[src/core/ptimer_pkg.sv]
// Shared constants, register map and carrier types of the quad timer.
// Assumes a 32-bit APB slave and oscillator clocks sampled on pclk.
package ptimer_pkg;

  // ==========================================================
  // Bus
  localparam int ADDR_W = 18;

  // ==========================================================
  // Register indices (byte address is four times the index)
  localparam logic [15:0] IDX_PRIO = 16'hFF21;
  localparam logic [15:0] IDX_EN_A = 16'hFF23;
  localparam logic [15:0] IDX_FLAG_A = 16'hFF25;
  localparam logic [15:0] IDX_EN_B = 16'hFF26;
  localparam logic [15:0] IDX_FLAG_B = 16'hFF27;
  localparam logic [1:0][15:0] IDX_PAIR = {16'hFF38, 16'hFF30};
  localparam logic [3:0][15:0] IDX_CTL = {16'hFF3A, 16'hFF39, 16'hFF32, 16'hFF31};
  localparam logic [3:0][15:0] IDX_RLD = {16'hFF3C, 16'hFF3B, 16'hFF34, 16'hFF33};
  localparam logic [3:0][15:0] IDX_CNT = {16'hFF3E, 16'hFF3D, 16'hFF36, 16'hFF35};

  // ==========================================================
  // Field positions
  localparam int CTL_RUN = 0;
  localparam int CTL_PRESET = 1;
  localparam int CTL_REPEAT = 2;
  localparam int CTL_RATIO = 3;
  localparam int CTL_POL = 5;
  localparam int CTL_FUNC = 6;
  localparam int CTL_EVENT = 7;
  localparam int PAIR_SRC_LO = 0;
  localparam int PAIR_SRC_HI = 1;
  localparam int PAIR_JOIN = 4;
  localparam int PRIO01_POS = 2;
  localparam int PRIO23_POS = 4;
  localparam int IRQ_LO_BIT = 6;
  localparam int IRQ_HI_BIT = 7;

  // ==========================================================
  // Reset values
  localparam logic [7:0] RELOAD_RST = 8'hFF;
  localparam logic [7:0] COUNT_RST = 8'hFF;

  // ==========================================================
  // Timing: sample and latch counts in slow oscillator periods, reject count in sample ticks
  localparam int SLOW_OSC_HZ = 32768;
  localparam int SAMPLE_HZ = 2048;
  localparam logic [3:0] SAMPLE_LAST = 4'(SLOW_OSC_HZ / SAMPLE_HZ - 1);
  localparam int LATCH_HOLD_US = 977;
  localparam logic [5:0] LATCH_LAST = 6'(LATCH_HOLD_US * SLOW_OSC_HZ / 1000000 - 1);
  localparam logic [1:0] REJECT_LAST = 2'h1;

  // ==========================================================
  // Types
  typedef enum logic [1:0] {BUS_IDLE = 2'b01, BUS_ACK = 2'b10} bus_state_e;

  typedef struct packed {
    logic level;
    logic rise;
    logic fall;
  } pin_s;

  typedef struct packed {
    logic event_mode;
    logic func_sel;
    logic pol_sel;
    logic [1:0] ratio;
    logic repeat_sel;
    logic run;
  } timer_ctl_s;

  typedef struct packed {
    logic [7:0] reload;
    logic [7:0] count;
    logic [5:0] div;
    logic src_sel;
    logic flag;
    logic irq_en;
  } timer_s;

  typedef struct packed {
    logic joined;
    logic [1:0] prio;
    logic latch_valid;
    logic [7:0] latch;
    logic [5:0] age;
  } pair_s;

  // ==========================================================
  // Prescaler mask for divide by 1, 4, 16, 64
  function automatic logic [5:0] ratio_mask(input logic [1:0] r);
    case (r)
      2'h3: return 6'h3F;
      2'h2: return 6'h0F;
      2'h1: return 6'h03;
      default: return 6'h00;
    endcase
  endfunction : ratio_mask

endpackage : ptimer_pkg

[src/core/pin_sync.sv]
// Three-stage synchroniser with level and edge pulses.
// Assumes an input asynchronous to pclk.
`timescale 1ns/1ps
module pin_sync (
  input wire logic pclk,
  input wire logic presetn,
  input wire logic pin,
  output ptimer_pkg::pin_s sync
);

  typedef struct packed {
    logic [2:0] chain;
    ptimer_pkg::pin_s out;
  } sync_state_s;

  sync_state_s s;
  sync_state_s n;

  // ==========================================================
  // Next state
  always_comb
  begin
    n = s;
    n.chain = {s.chain[1:0], pin};
    if (s.chain[1] == s.chain[2])
    begin
      n.out.level = s.chain[2];
    end
    n.out.rise = n.out.level & ~s.out.level;
    n.out.fall = ~n.out.level & s.out.level;
  end

  always_ff @(posedge pclk or negedge presetn)
  begin
    if (!presetn)
    begin
      s <= '0;
    end
    else
    begin
      s <= n;
    end
  end

  assign sync = s.out;

endmodule : pin_sync

[src/core/ptimer_quad.sv]
// Four 8-bit down-counting timers, pairable to 16 bits, behind APB.
// Assumes oscillator clocks and event pins asynchronous to pclk.
`timescale 1ns/1ps
module ptimer_quad (
  input wire logic pclk,
  input wire logic presetn,
  input wire logic [ptimer_pkg::ADDR_W-1:0] paddr,
  input wire logic psel,
  input wire logic penable,
  input wire logic pwrite,
  input wire logic [31:0] pwdata,
  output logic [31:0] prdata,
  output logic pready,
  output logic pslverr,
  input wire logic slow_osc_clock,
  input wire logic fast_osc_clock,
  input wire logic event_pin_a,
  input wire logic event_pin_b,
  output logic [1:0] irq_req,
  output logic [1:0] irq_level_01,
  output logic [1:0] irq_level_23
);

  typedef struct packed {
    ptimer_pkg::bus_state_e bus;
    ptimer_pkg::timer_ctl_s [3:0] ctl;
    ptimer_pkg::timer_s [3:0] tmr;
    ptimer_pkg::pair_s [1:0] pair;
    logic [1:0] filt;
    logic [1:0][1:0] rej;
    logic [3:0] sample_div;
    logic [31:0] prdata;
    logic pslverr;
    logic [1:0] irq_req;
  } state_s;

  state_s s;
  state_s n;

  ptimer_pkg::pin_s slow;
  ptimer_pkg::pin_s fast;
  ptimer_pkg::pin_s pin_a;
  ptimer_pkg::pin_s pin_b;
  ptimer_pkg::pin_s pin;
  logic [15:0] idx;
  logic cap;
  logic wr;
  logic hit;
  logic [7:0] wb;
  logic [7:0] rbyte;
  logic [3:0] tick;
  logic [3:0] uf;
  logic [1:0] frise;
  logic [1:0] ffall;
  logic pre_edge;
  logic sample_tick;
  logic [8:0] step;

  // ==========================================================
  // Synchronisers
  pin_sync u_slow (.pclk(pclk), .presetn(presetn), .pin(slow_osc_clock), .sync(slow));
  pin_sync u_fast (.pclk(pclk), .presetn(presetn), .pin(fast_osc_clock), .sync(fast));
  pin_sync u_pin_a (.pclk(pclk), .presetn(presetn), .pin(event_pin_a), .sync(pin_a));
  pin_sync u_pin_b (.pclk(pclk), .presetn(presetn), .pin(event_pin_b), .sync(pin_b));

  // ==========================================================
  // Helpers
  function automatic logic [8:0] count_step(input logic [7:0] c, input logic [7:0] r);
    return (c == 8'h00) ? {1'b1, r} : {1'b0, c - 8'h01};
  endfunction : count_step

  function automatic logic [7:0] ctl_byte(input ptimer_pkg::timer_ctl_s c, input logic lower);
    logic [7:0] b;
    b = 8'h00;
    if (lower)
    begin
      b[ptimer_pkg::CTL_EVENT] = c.event_mode;
      b[ptimer_pkg::CTL_FUNC] = c.func_sel;
      b[ptimer_pkg::CTL_POL] = c.pol_sel;
    end
    b[ptimer_pkg::CTL_RATIO +: 2] = c.ratio;
    b[ptimer_pkg::CTL_REPEAT] = c.repeat_sel;
    b[ptimer_pkg::CTL_RUN] = c.run;
    return b;
  endfunction : ctl_byte

  // ==========================================================
  // Next state
  always_comb
  begin
    n = s;
    idx = paddr[ptimer_pkg::ADDR_W-1:2];
    cap = psel & penable & (s.bus == ptimer_pkg::BUS_IDLE);
    wr = psel & penable & pwrite & (s.bus == ptimer_pkg::BUS_ACK);
    wb = pwdata[7:0];
    rbyte = 8'h00;
    hit = 1'b0;
    tick = 4'h0;
    uf = 4'h0;
    frise = 2'h0;
    ffall = 2'h0;
    pre_edge = 1'b0;
    pin = pin_a;
    step = 9'h000;

    // One wait state per transfer
    case (s.bus)
      ptimer_pkg::BUS_IDLE:
      begin
        if (psel & penable)
        begin
          n.bus = ptimer_pkg::BUS_ACK;
        end
      end
      ptimer_pkg::BUS_ACK: n.bus = ptimer_pkg::BUS_IDLE;
      default: n.bus = ptimer_pkg::BUS_IDLE;
    endcase

    // Internal 2048 Hz sample tick
    sample_tick = slow.rise & (s.sample_div == ptimer_pkg::SAMPLE_LAST);
    if (slow.rise)
    begin
      n.sample_div = s.sample_div + 4'h1;
    end

    // Noise rejecter per event pin
    for (int p = 0; p < 2; p++)
    begin
      pin = (p == 0) ? pin_a : pin_b;
      if (pin.level == s.filt[p])
      begin
        n.rej[p] = 2'h0;
      end
      else if (sample_tick)
      begin
        if (s.rej[p] == ptimer_pkg::REJECT_LAST)
        begin
          n.filt[p] = pin.level;
          n.rej[p] = 2'h0;
        end
        else
        begin
          n.rej[p] = s.rej[p] + 2'h1;
        end
      end
      frise[p] = n.filt[p] & ~s.filt[p];
      ffall[p] = ~n.filt[p] & s.filt[p];
    end

    // Prescalers
    for (int i = 0; i < 4; i++)
    begin
      pre_edge = s.tmr[i].src_sel ? fast.rise : slow.rise;
      if (pre_edge)
      begin
        n.tmr[i].div = s.tmr[i].div + 6'h01;
      end
      tick[i] = pre_edge & ((s.tmr[i].div & ptimer_pkg::ratio_mask(s.ctl[i].ratio))
                == ptimer_pkg::ratio_mask(s.ctl[i].ratio));
    end

    // Counting per pair
    for (int p = 0; p < 2; p++)
    begin
      pin = (p == 0) ? pin_a : pin_b;
      if (s.ctl[2*p].event_mode)
      begin
        // Prescaler and clock select bypassed
        if (s.ctl[2*p].func_sel)
        begin
          tick[2*p] = s.ctl[2*p].pol_sel ? frise[p] : ffall[p];
        end
        else
        begin
          tick[2*p] = s.ctl[2*p].pol_sel ? pin.rise : pin.fall;
        end
      end
      else if (s.ctl[2*p].func_sel)
      begin
        tick[2*p] = tick[2*p] & (pin.level == s.ctl[2*p].pol_sel);
      end

      if (tick[2*p] & s.ctl[2*p].run)
      begin
        step = count_step(s.tmr[2*p].count, s.tmr[2*p].reload);
        uf[2*p] = step[8];
        n.tmr[2*p].count = step[7:0];
      end

      if (s.pair[p].joined)
      begin
        if (uf[2*p])
        begin
          step = count_step(s.tmr[2*p+1].count, s.tmr[2*p+1].reload);
          uf[2*p+1] = step[8];
          n.tmr[2*p+1].count = step[7:0];
        end
        if (uf[2*p+1] & ~s.ctl[2*p].repeat_sel)
        begin
          n.ctl[2*p].run = 1'b0;
        end
      end
      else
      begin
        if (tick[2*p+1] & s.ctl[2*p+1].run)
        begin
          step = count_step(s.tmr[2*p+1].count, s.tmr[2*p+1].reload);
          uf[2*p+1] = step[8];
          n.tmr[2*p+1].count = step[7:0];
        end
        for (int k = 0; k < 2; k++)
        begin
          if (uf[2*p+k] & ~s.ctl[2*p+k].repeat_sel)
          begin
            n.ctl[2*p+k].run = 1'b0;
          end
        end
      end

      // Latch expiry
      if (s.pair[p].latch_valid & slow.rise)
      begin
        if (s.pair[p].age == ptimer_pkg::LATCH_LAST)
        begin
          n.pair[p].latch_valid = 1'b0;
        end
        else
        begin
          n.pair[p].age = s.pair[p].age + 6'h01;
        end
      end
    end

    // Read data and read side effects
    for (int i = 0; i < 4; i++)
    begin
      if (idx == ptimer_pkg::IDX_CTL[i])
      begin
        hit = 1'b1;
        rbyte = ctl_byte(s.ctl[i], (i % 2) == 0);
      end
      if (idx == ptimer_pkg::IDX_RLD[i])
      begin
        hit = 1'b1;
        rbyte = s.tmr[i].reload;
      end
      if (idx == ptimer_pkg::IDX_CNT[i])
      begin
        hit = 1'b1;
        rbyte = s.tmr[i].count;
        if (cap & ~pwrite & s.pair[i/2].joined)
        begin
          if ((i % 2) == 0)
          begin
            n.pair[i/2].latch = s.tmr[i+1].count;
            n.pair[i/2].latch_valid = 1'b1;
            n.pair[i/2].age = 6'h00;
          end
          else if (s.pair[i/2].latch_valid)
          begin
            rbyte = s.pair[i/2].latch;
            n.pair[i/2].latch_valid = 1'b0;
          end
        end
      end
    end
    for (int p = 0; p < 2; p++)
    begin
      if (idx == ptimer_pkg::IDX_PAIR[p])
      begin
        hit = 1'b1;
        rbyte[ptimer_pkg::PAIR_JOIN] = s.pair[p].joined;
        rbyte[ptimer_pkg::PAIR_SRC_LO] = s.tmr[2*p].src_sel;
        rbyte[ptimer_pkg::PAIR_SRC_HI] = s.tmr[2*p+1].src_sel;
      end
    end
    if (idx == ptimer_pkg::IDX_PRIO)
    begin
      hit = 1'b1;
      rbyte[ptimer_pkg::PRIO01_POS +: 2] = s.pair[0].prio;
      rbyte[ptimer_pkg::PRIO23_POS +: 2] = s.pair[1].prio;
    end
    if ((idx == ptimer_pkg::IDX_EN_A) || (idx == ptimer_pkg::IDX_EN_B))
    begin
      hit = 1'b1;
      rbyte[ptimer_pkg::IRQ_LO_BIT] = s.tmr[(idx == ptimer_pkg::IDX_EN_B) ? 2 : 0].irq_en;
      rbyte[ptimer_pkg::IRQ_HI_BIT] = s.tmr[(idx == ptimer_pkg::IDX_EN_B) ? 3 : 1].irq_en;
    end
    if ((idx == ptimer_pkg::IDX_FLAG_A) || (idx == ptimer_pkg::IDX_FLAG_B))
    begin
      hit = 1'b1;
      rbyte[ptimer_pkg::IRQ_LO_BIT] = s.tmr[(idx == ptimer_pkg::IDX_FLAG_B) ? 2 : 0].flag;
      rbyte[ptimer_pkg::IRQ_HI_BIT] = s.tmr[(idx == ptimer_pkg::IDX_FLAG_B) ? 3 : 1].flag;
    end
    if (cap)
    begin
      n.prdata = {24'h000000, rbyte};
      n.pslverr = ~hit;
    end

    // Register writes
    if (wr)
    begin
      for (int i = 0; i < 4; i++)
      begin
        if (idx == ptimer_pkg::IDX_CTL[i])
        begin
          if ((i % 2) == 0)
          begin
            n.ctl[i].event_mode = wb[ptimer_pkg::CTL_EVENT];
            n.ctl[i].func_sel = wb[ptimer_pkg::CTL_FUNC];
            n.ctl[i].pol_sel = wb[ptimer_pkg::CTL_POL];
          end
          n.ctl[i].ratio = wb[ptimer_pkg::CTL_RATIO +: 2];
          n.ctl[i].repeat_sel = wb[ptimer_pkg::CTL_REPEAT];
          n.ctl[i].run = wb[ptimer_pkg::CTL_RUN];
          if (wb[ptimer_pkg::CTL_PRESET] & ~(((i % 2) == 1) & s.pair[i/2].joined))
          begin
            n.tmr[i].count = s.tmr[i].reload;
            n.tmr[i].div = 6'h00;
            if (((i % 2) == 0) & s.pair[i/2].joined)
            begin
              n.tmr[i+1].count = s.tmr[i+1].reload;
            end
          end
        end
        if (idx == ptimer_pkg::IDX_RLD[i])
        begin
          n.tmr[i].reload = wb;
        end
      end
      for (int p = 0; p < 2; p++)
      begin
        if (idx == ptimer_pkg::IDX_PAIR[p])
        begin
          n.pair[p].joined = wb[ptimer_pkg::PAIR_JOIN];
          n.tmr[2*p].src_sel = wb[ptimer_pkg::PAIR_SRC_LO];
          n.tmr[2*p+1].src_sel = wb[ptimer_pkg::PAIR_SRC_HI];
        end
      end
      if (idx == ptimer_pkg::IDX_PRIO)
      begin
        n.pair[0].prio = wb[ptimer_pkg::PRIO01_POS +: 2];
        n.pair[1].prio = wb[ptimer_pkg::PRIO23_POS +: 2];
      end
      for (int p = 0; p < 2; p++)
      begin
        if (idx == ((p == 0) ? ptimer_pkg::IDX_EN_A : ptimer_pkg::IDX_EN_B))
        begin
          n.tmr[2*p].irq_en = wb[ptimer_pkg::IRQ_LO_BIT];
          n.tmr[2*p+1].irq_en = wb[ptimer_pkg::IRQ_HI_BIT];
        end
        if (idx == ((p == 0) ? ptimer_pkg::IDX_FLAG_A : ptimer_pkg::IDX_FLAG_B))
        begin
          if (wb[ptimer_pkg::IRQ_LO_BIT])
          begin
            n.tmr[2*p].flag = 1'b0;
          end
          if (wb[ptimer_pkg::IRQ_HI_BIT])
          begin
            n.tmr[2*p+1].flag = 1'b0;
          end
        end
      end
    end

    // Underflow sets flags, winning over a clear
    for (int i = 0; i < 4; i++)
    begin
      if (uf[i])
      begin
        n.tmr[i].flag = 1'b1;
      end
    end

    // Joined upper run fixed low; interrupt requests
    for (int p = 0; p < 2; p++)
    begin
      if (n.pair[p].joined)
      begin
        n.ctl[2*p+1].run = 1'b0;
      end
      n.irq_req[p] = (n.pair[p].prio != 2'h0)
        & ((n.tmr[2*p].flag & n.tmr[2*p].irq_en & ~n.pair[p].joined)
        | (n.tmr[2*p+1].flag & n.tmr[2*p+1].irq_en));
    end
  end

  // ==========================================================
  // State register
  always_ff @(posedge pclk or negedge presetn)
  begin
    if (!presetn)
    begin
      s <= '0;
      s.bus <= ptimer_pkg::BUS_IDLE;
      for (int i = 0; i < 4; i++)
      begin
        s.tmr[i].reload <= ptimer_pkg::RELOAD_RST;
        s.tmr[i].count <= ptimer_pkg::COUNT_RST;
      end
    end
    else
    begin
      s <= n;
    end
  end

  // ==========================================================
  // Outputs
  assign prdata = s.prdata;
  assign pslverr = s.pslverr;
  assign pready = (s.bus == ptimer_pkg::BUS_ACK);
  assign irq_req = s.irq_req;
  assign irq_level_01 = s.pair[0].prio;
  assign irq_level_23 = s.pair[1].prio;

endmodule : ptimer_quad

[config.mk]
export PLATFORM = sky130hd
export DESIGN_NAME = ptimer_quad
export DESIGN_NICKNAME = d
export VERILOG_FILES = /design/src/core/ptimer_pkg.sv /design/src/core/pin_sync.sv /design/src/core/ptimer_quad.sv
export SDC_FILE = /design/constraint.sdc
export NUM_CORES = 1
export LEC_CHECK = 0
export BUFFER_PORTS_ARGS = -buffer_cell sky130_fd_sc_hd__buf_2
export CAP_MARGIN = 0
export CORE_ASPECT_RATIO = 1.25
export CORE_MARGIN = 1
export CORE_UTILIZATION = 40
export CTS_CLUSTER_DIAMETER = 80
export DETAILED_ROUTE_END_ITERATION = 6
export PLACE_DENSITY_LB_ADDON = 0.3
export REMOVE_ABC_BUFFERS = 1
export SYNTH_ARGS = -nofsm -noshare
export SYNTH_HDL_FRONTEND = slang
export SYNTH_SLANG_ARGS = --single-unit
export TNS_END_PERCENT = 50
[constraint.sdc]
create_clock -name pclk -period 5.64 [get_ports pclk]
set_clock_uncertainty 0.15 [all_clocks]
set_input_delay 0 -clock pclk [delete_from_list [all_inputs] [get_ports pclk]]
set_output_delay 0 -clock pclk [all_outputs]
set_load 0.02 [all_outputs]
### Word-level counts from Yosys, hierarchy flattened

Index checks and enable logic that the tools add are counted.

* logic and storage cells: 435
* bits in registers: 203
* input bits: 59
* output and inout bits: 40

* reductions and logical operators: 22
* order comparisons: 4
* multiplexer cells: 199
* eq/ne operators: 51
* bitwise gates (word level): 72
* add/sub/neg operators: 13

Operators by type and width (number)
* $eq 16x16->1 const B: 19
* $mux 8: 35
* $bmux 25 s2: 4
* $mux 14: 8
* $mux 111: 1
* $mux 1: 105
* $pmux 6 s3: 4
* $mux 15: 4
* $mux 6: 8
* $and 1x1->1: 46
* $mux 2: 22
* $add 6x1->6 const B: 6
* $mux 9: 4
* $logic_not 8->1: 4
* $sub 8x1->8 const B: 4
* $and 6x6->6: 4
* $eq 6x6->1: 4
* $reduce_and 2->1: 12
* $not 1->1: 20
* $eq 2x2->1 const B: 9
* $eq 2x1->1 const B: 7
* $mux 7: 2
* $eq 6x5->1 const B: 2
* $lt 2x3->1 const B: 4
* 10 further kinds: 23

### Depth between registers and ports, before layout

Gate-level depths: netlist (run 1).

* word-level depth: 24
* gate-level depth with buffers: 10
* gate-level depth less buffers: 9

### By module

A second synthesis (run 1) with hierarchy kept.

* cells, all modules: 1258
* area, all modules: 12104.1 um^2

Modules (own cells, without submodules)
* ptimer_quad: times used 1, cells an instance 1210, area each 11298.3 um^2, seq. area each 4610.7 um^2
* pin_sync: times used 4, cells an instance 12, area each 201.4 um^2, seq. area each 150.1 um^2

### Worst setup path after synthesis (run 1)

No wires, ideal clock.

* path type: register -> register
* from: register s[35] (netlist name)
* to: register s[170] (netlist name)
* arrival: 2229 ps
* required time: 5410 ps
* path buffers: 1
* slack: 3181 ps
* stages on the path, launching flop included: 10
* clock period less this slack: 2459 ps
* library setup time: 80 ps
* cell sequence: dfrtp_1 -> ha_1 -> and4_1 -> buf_4 -> and3_1 -> a31oi_2 -> o22a_2 -> o31ai_1 -> or3_1 -> a32o_1

RTL lines
* start, declared: line ptimer_quad.sv:37 `state_s s;`
* start signal, assigned: line ptimer_quad.sv:405 `s <= n;`

### Worst setup path after layout (run 1)

* from: register s[209] (netlist name)
* to: register s, in the netlist prdata[5]

* word-level cells in the longest chain between the ends: 13
* elaborated cells between the ends (all ways): 15
* those cells by class: eq/ne: 1; mux: 10; bitwise: 4

RTL lines
* $eq 2x1->1 (*): line ptimer_quad.sv:93 `cap = psel & penable & (s.bus == ptimer_pkg::BUS_IDLE);`
* $and 1x1->1 (*): line ptimer_quad.sv:93
* $and 1x1->1 (2 in series): line ptimer_quad.sv:251 `if (cap & ~pwrite & s.pair[i/2].joined)`
* $mux 8: line ptimer_quad.sv:251
* $mux 8: line ptimer_quad.sv:247 `if (idx == ptimer_pkg::IDX_CNT[i])`
* $mux 8: line ptimer_quad.sv:237 `if (idx == ptimer_pkg::IDX_CTL[i])`
* $mux 8: line ptimer_quad.sv:242 `if (idx == ptimer_pkg::IDX_RLD[i])`
* $mux 8: line ptimer_quad.sv:247
* $mux 8: line ptimer_quad.sv:237
* $mux 8: line ptimer_quad.sv:242
* $mux 8: line ptimer_quad.sv:247
* $mux 4: line ptimer_quad.sv:277 `if (idx == ptimer_pkg::IDX_PRIO)`

Mark *: on every way between the ends. The rest lies on a longest branch, timed or not.
A chain may end at the register's enable or synchronous reset.

==> metrics.csv, run 1 <==
metric,value,unit
drtAntennaViolNets,0,
ff2ff_path_depth,9,
tightestPinTransition,1.19,ns
worst-endpoint-required,5.87,ns
ys_ff_latch,203,
syn_to_final_growth,11.8,%
synthCells,1279,
grt_usage,0.248,
die_h,196,um
grt_first_pass_wirelength,58400,um
fmaxAchievable,269,MHz
rows,70,
worst_ep_arrival_time,3.94,ns
r2r_setup_slack,1.93,ns
rsz0062_at_grt,false,
yosys_warnings,0,
synth_area_per_cell,9.45,um2
clkSlewWorstSetupHoldPaths,0.06,ns
cts_htree_levels,1,
grt_use_met1,0.315,
drive_gt1_frac,0.212,
grt.overflow.total,0,
synth_edf_count,0,
place.gp.congestion,0.957,
period_share,0.658,
crit_end,prdata[5],
dieArea,30900,um2
port_buffers,48,
timing.rr.start,s[209],
detail_route.iter0.violations,905,
cts_tree,yes,
met3_usage,0.0338,
setup_tns,0,ns
drc,2,
grt_max_degree,62,
num-fill-cells,2855,
fp.dieW,157,um
wirelength,37400,um
post_cts_resized,0,
cts_made_buffers,24,
async_reset_ff_frac,1.00,
grt_use_met2,0.406,
ir_drop,0.193,mV
cts_hold_buf,24,
cts_buffer_depth,3,
root_buffer,clkbuf_16,
antenna_found_initial,0,
wl_per_cell,21.7,um
slew_violations,0,
maxCapViolations,0,
critPathKind,reg -> reg,
clock_latency,0.54,ns
critPathMaxFanout,13,
hold_viol,0,
hold_ws,0.0524,ns
cts_setup_buffers,0,
period_needed,3.71,ns
violations,DRC,
synth_ff_type,dfrtp_1,
drt_pass1_iterations,7,
io_pins,99,
slew_headroom,0.201,
setup_violations,0,
core_area,29500,um2
synthDistinctLibCells,93,
status,"complete, but fails checks",
synth-seq-area-share,0.427,
routed_via_density,5.92,
syn-cell-area,12100,um2
endpoint_kind,register,
antenna_cells,0,
powerDensity,299,nW/um2
nets,1380,
vias,10189,
grt-busiest-layer,met2,
clock_sinks,203,
grt_pass1_vias,9890,
p_leak,0.00560,uW
hp-class,in -> reg,
hpwl,26600,um
startpoint,s[209],
r2r-end,prdata[5],
crit_path_start_kind,register,
initial_utilization,0.409,
==> synth_stat cells, types with 21 or more instances <==
master,instances,share of area
dfstp_2,65,0.14
nor3_1,28,0.012
mux2i_1,29,0.024
xor2_1,23,0.017
o21ai_0,87,0.036
buf_4,43,0.027
dfrtp_1,138,0.29
clkbuf_1,36,0.011
inv_1,39,0.012
nand3_1,52,0.022
nand2_1,107,0.033
nand4_1,21,0.011
a21oi_1,67,0.028
nor2_1,122,0.038
mux2_2,81,0.075
==> critical path, stage by stage (launching register included) <==
cell,delay (ns)
dfstp_2,0.53
and4b_1,0.17
buf_4,0.21
inv_1,0.28
nor2_1,0.30
and3_1,0.54
mux2i_1,0.26
o21ai_0,0.10
a2111oi_0,0.86
o21ai_0,0.16
==> routing by layer <==
| metal | vias to the layer above | part of all wire |
|---|---|---|
| li1 | 4653 | - |
| met1 | 4996 | 0.40 |
| met2 | 420 | 0.48 |
| met3 | 120 | 0.059 |
| met4 | 0 | 0.055 |
| met5 | - | 0 |
==> sequential cells by signal, summed over array words and instances (netlist names) <==
signal and cells:
u_pin_a.n 2, u_pin_a.s 1, u_pin_b.n 2, irq_req 2, u_slow.n 2, u_fast.sync 2, u_slow.sync 2, pslverr 1
irq_level_01 2, irq_level_23 2, u_slow.s 1, prdata 8, u_pin_a.sync 3, u_fast.s 1, s 166, u_pin_b.s 1
u_pin_b.sync 3, u_fast.n 2
==> cell usage in the layout, fill, tap and decap left out, types with 14 or more instances in the layout <==
| cell type | instances |
|---|---|
| nand2_1 | 107 |
| ha_1 | 15 |
| o21ai_0 | 87 |
| and3_1 | 14 |
| nor2_1 | 122 |
| a31oi_1 | 14 |
| xnor2_1 | 16 |
| buf_2 | 47 |
| nor3_1 | 28 |
| dlygate4sd3_1 | 23 |
| o22ai_1 | 15 |
| nand3_1 | 52 |
| inv_1 | 39 |
| dfrtp_1 | 138 |
| mux2i_1 | 29 |
| clkbuf_16 | 24 |
| dfstp_2 | 65 |
| mux2_2 | 81 |
| nand2b_1 | 15 |
| nand4_1 | 21 |
| a211oi_1 | 19 |
| a21oi_1 | 67 |
| xor2_1 | 23 |
| conb_1 | 24 |
==> stage by stage <==
stage	utilization	cell area (um2)	cells	setup slack (ns)	total power (uW)
global placement	0.420	12400	1652	2.05	2370
finish	0.458	13500	1720	1.93	4040
floorplan	-	11600	1199	2.86	2170
global route	0.458	13500	1720	1.76	4250
detailed placement	0.420	12400	1652	1.95	2400
CTS	0.458	13500	1720	1.95	4070
==> cell families after synthesis <==
family                   share of synthesized area
AND/OR/NAND/NOR                              0.202
adder cells (fa/ha/maj)                     0.0172
multiplexers                                 0.100
XOR/XNOR                                    0.0283
buffers and inverters                       0.0600
AO/OA/AOI/OAI                                0.164
flip-flops                                   0.427
other                                     0.000310
==> worst min-delay path by stage <==
stage | start | to | depth (start not counted)
floorplan | presetn | irq_level_01[0] | 0
global placement | presetn | u_slow.sync[2] | 1
detailed placement | presetn | u_slow.s[5] | 1
CTS | paddr[3] | pslverr | 5
global route | paddr[9] | s[107] | 6
finish | paddr[3] | pslverr | 5
==> power breakdown <==
group          switching [uW]  internal [uW]  total (uW)
Clock                     638           1010        1650
Combinational             329            240         569
Sequential                184           1640        1820
==> cell type report <==
| type | count | area (um2) | area share |
|---|---|---|---|
| Multi-Input combinational cell | 957 | 6280 | 0.465 |
| Sequential cell | 203 | 5160 | 0.382 |
| Clock buffer | 34 | 708 | 0.0524 |
| Timing Repair Buffer | 81 | 574 | 0.0425 |
| Tap cell | 396 | 495 | 0.0367 |
| Inverter | 39 | 146 | 0.0108 |
| Clock inverter | 10 | 140 | 0.0104 |
Power figures use the tool's default switching activity.
==> run 2, diff against run 1 <==
clock period = 3.75 ns   (was 5.64 ns; I/O delays follow)
==> metrics.csv, run 2 (synthesized netlist as in run 1, its figures left out) <==
metric,value,unit
cts_buffer_depth,3,
ir_drop,0.272,mV
root_buffer,clkbuf_16,
cts_made_buffers,25,
worst_ep_arrival_time,3.43,ns
hold_viol,0,
slew_violations,0,
crit_path_start_kind,primary input,
grt_max_degree,112,
cts_hold_buf,27,
setup_violations,0,
core_area,29500,um2
period_needed,3.18,ns
status,"complete, no violations",
drt_pass1_iterations,6,
wirelength,37800,um
drive_gt1_frac,0.225,
period_share,0.849,
cts_htree_levels,1,
rsz0062_at_grt,false,
vias,10286,
clock_latency,0.54,ns
p_leak,0.00573,uW
nets,1411,
clkSlewWorstSetupHoldPaths,0.06,ns
place.gp.congestion,0.998,
cts_tree,yes,
critPathKind,in -> reg,
drc,0,
powerDensity,442,nW/um2
grt.overflow.total,0,
setup_tns,0,ns
drtAntennaViolNets,0,
post_cts_resized,0,
port_buffers,48,
wl_per_cell,21.6,um
antenna_cells,0,
antenna_found_initial,0,
rows,70,
maxCapViolations,0,
grt_first_pass_wirelength,58600,um
layout_common_cells,"dfrtp_1 (138), nor2_1 (122), nand2_1 (107), o21ai_0 (87), mux2_2 (81)",
hp-class,in -> async,
initial_utilization,0.409,
top_register,s,
layout_commonest_cell,dfrtp_1,
slew_headroom,0.379,
die_h,196,um
detail_route.iter0.violations,606,
critPathMaxFanout,6,
cts_setup_buffers,0,
dieArea,30900,um2
syn_to_final_growth,13.4,%
grt_usage,0.249,
io_pins,99,
worst-endpoint-required,4.00,ns
final_util,0.464,
grt_pass1_vias,10110,
fp.dieW,157,um
endpoint_kind,register,
clock_sinks,203,
tightestPinTransition,0.931,ns
largest_reg_flops,166,
hpwl,27600,um
finalPower,6050,uW
fmaxAchievable,314,MHz
routed_via_density,5.87,
run 2: changes by cell type in the layout (fill, tap and decap cells not counted):
| cell | delta |
|---|---|
| buf_4 | +27 |
| clkinv_8 | -1 |
| clkinv_2 | -1 |
| bufinv_16 | -1 |
| clkbuf_16 | +1 |
| clkinvlp_4 | +1 |
| buf_16 | -1 |
| clkbuf_1 | +4 |
| dlygate4sd3_1 | +4 |
| clkbuf_8 | -1 |
run 2: critical path, stage by stage:
cell and delay (ns):
dlygate4sd3_1 0.54, buf_2 0.13, nor3b_2 0.38, dlygate4sd3_1 0.64
nand4_1 0.09, buf_4 0.18, or3b_2 0.48, nor2_1 0.25
o21ai_0 0.30, nand4bb_1 0.27, o21ai_0 0.17
run 2: worst paths after layout:
path / startpoint / to / slack [ns] / cells past startpoint
max reg2reg: u_slow.sync[1] / s[121] / 0.72 / 10
max in group asynchronous: presetn / s[179] / 2.47 / 3
min in group pclk: psel / prdata[7] / 0.03 / 4
min: presetn / s[136] / 0.01 / 2
max: paddr[8] / irq_req[1] / 0.57 / 11
min reg2reg: u_fast.n[4] / u_fast.n[5] / 0.20 / 0
run 2: layout make-up:
type                    instances  area [um2]
multi-input cells             957        6280
fillers                      2845       15800
clock buffers                  38         734
clock inverters                 8        96.3
flip-flops and latches        203        5160
inverters                      39         146
repair buffers                111         790
well taps                     396         495
run 2: metrics by stage:
stage                     cells  hold WS (ns)  setup WS, ns  cell area (um2)
final                      1752        0.0130         0.568            13700
after global routing       1752        0.0585         0.532            13700
after CTS                  1752        0.0346         0.596            13700
after detailed placement   1679       -0.0378         0.735            12600
after global placement     1679       -0.0397         0.778            12600
after floorplan            1199        -0.446         0.968            11600
run 2: report_power, final:
| group | switching [uW] | internal, uW |
|---|---|---|
| clock | 961 | 1480 |
| sequential | 273 | 2460 |
| combinational | 502 | 370 |
run 2: routing by layer:
metal	GRT usage	share of wire
met1	0.310	0.40
met2	0.423	0.49
met3	0.0347	0.060
met4	0.117	0.045
met5	0	0
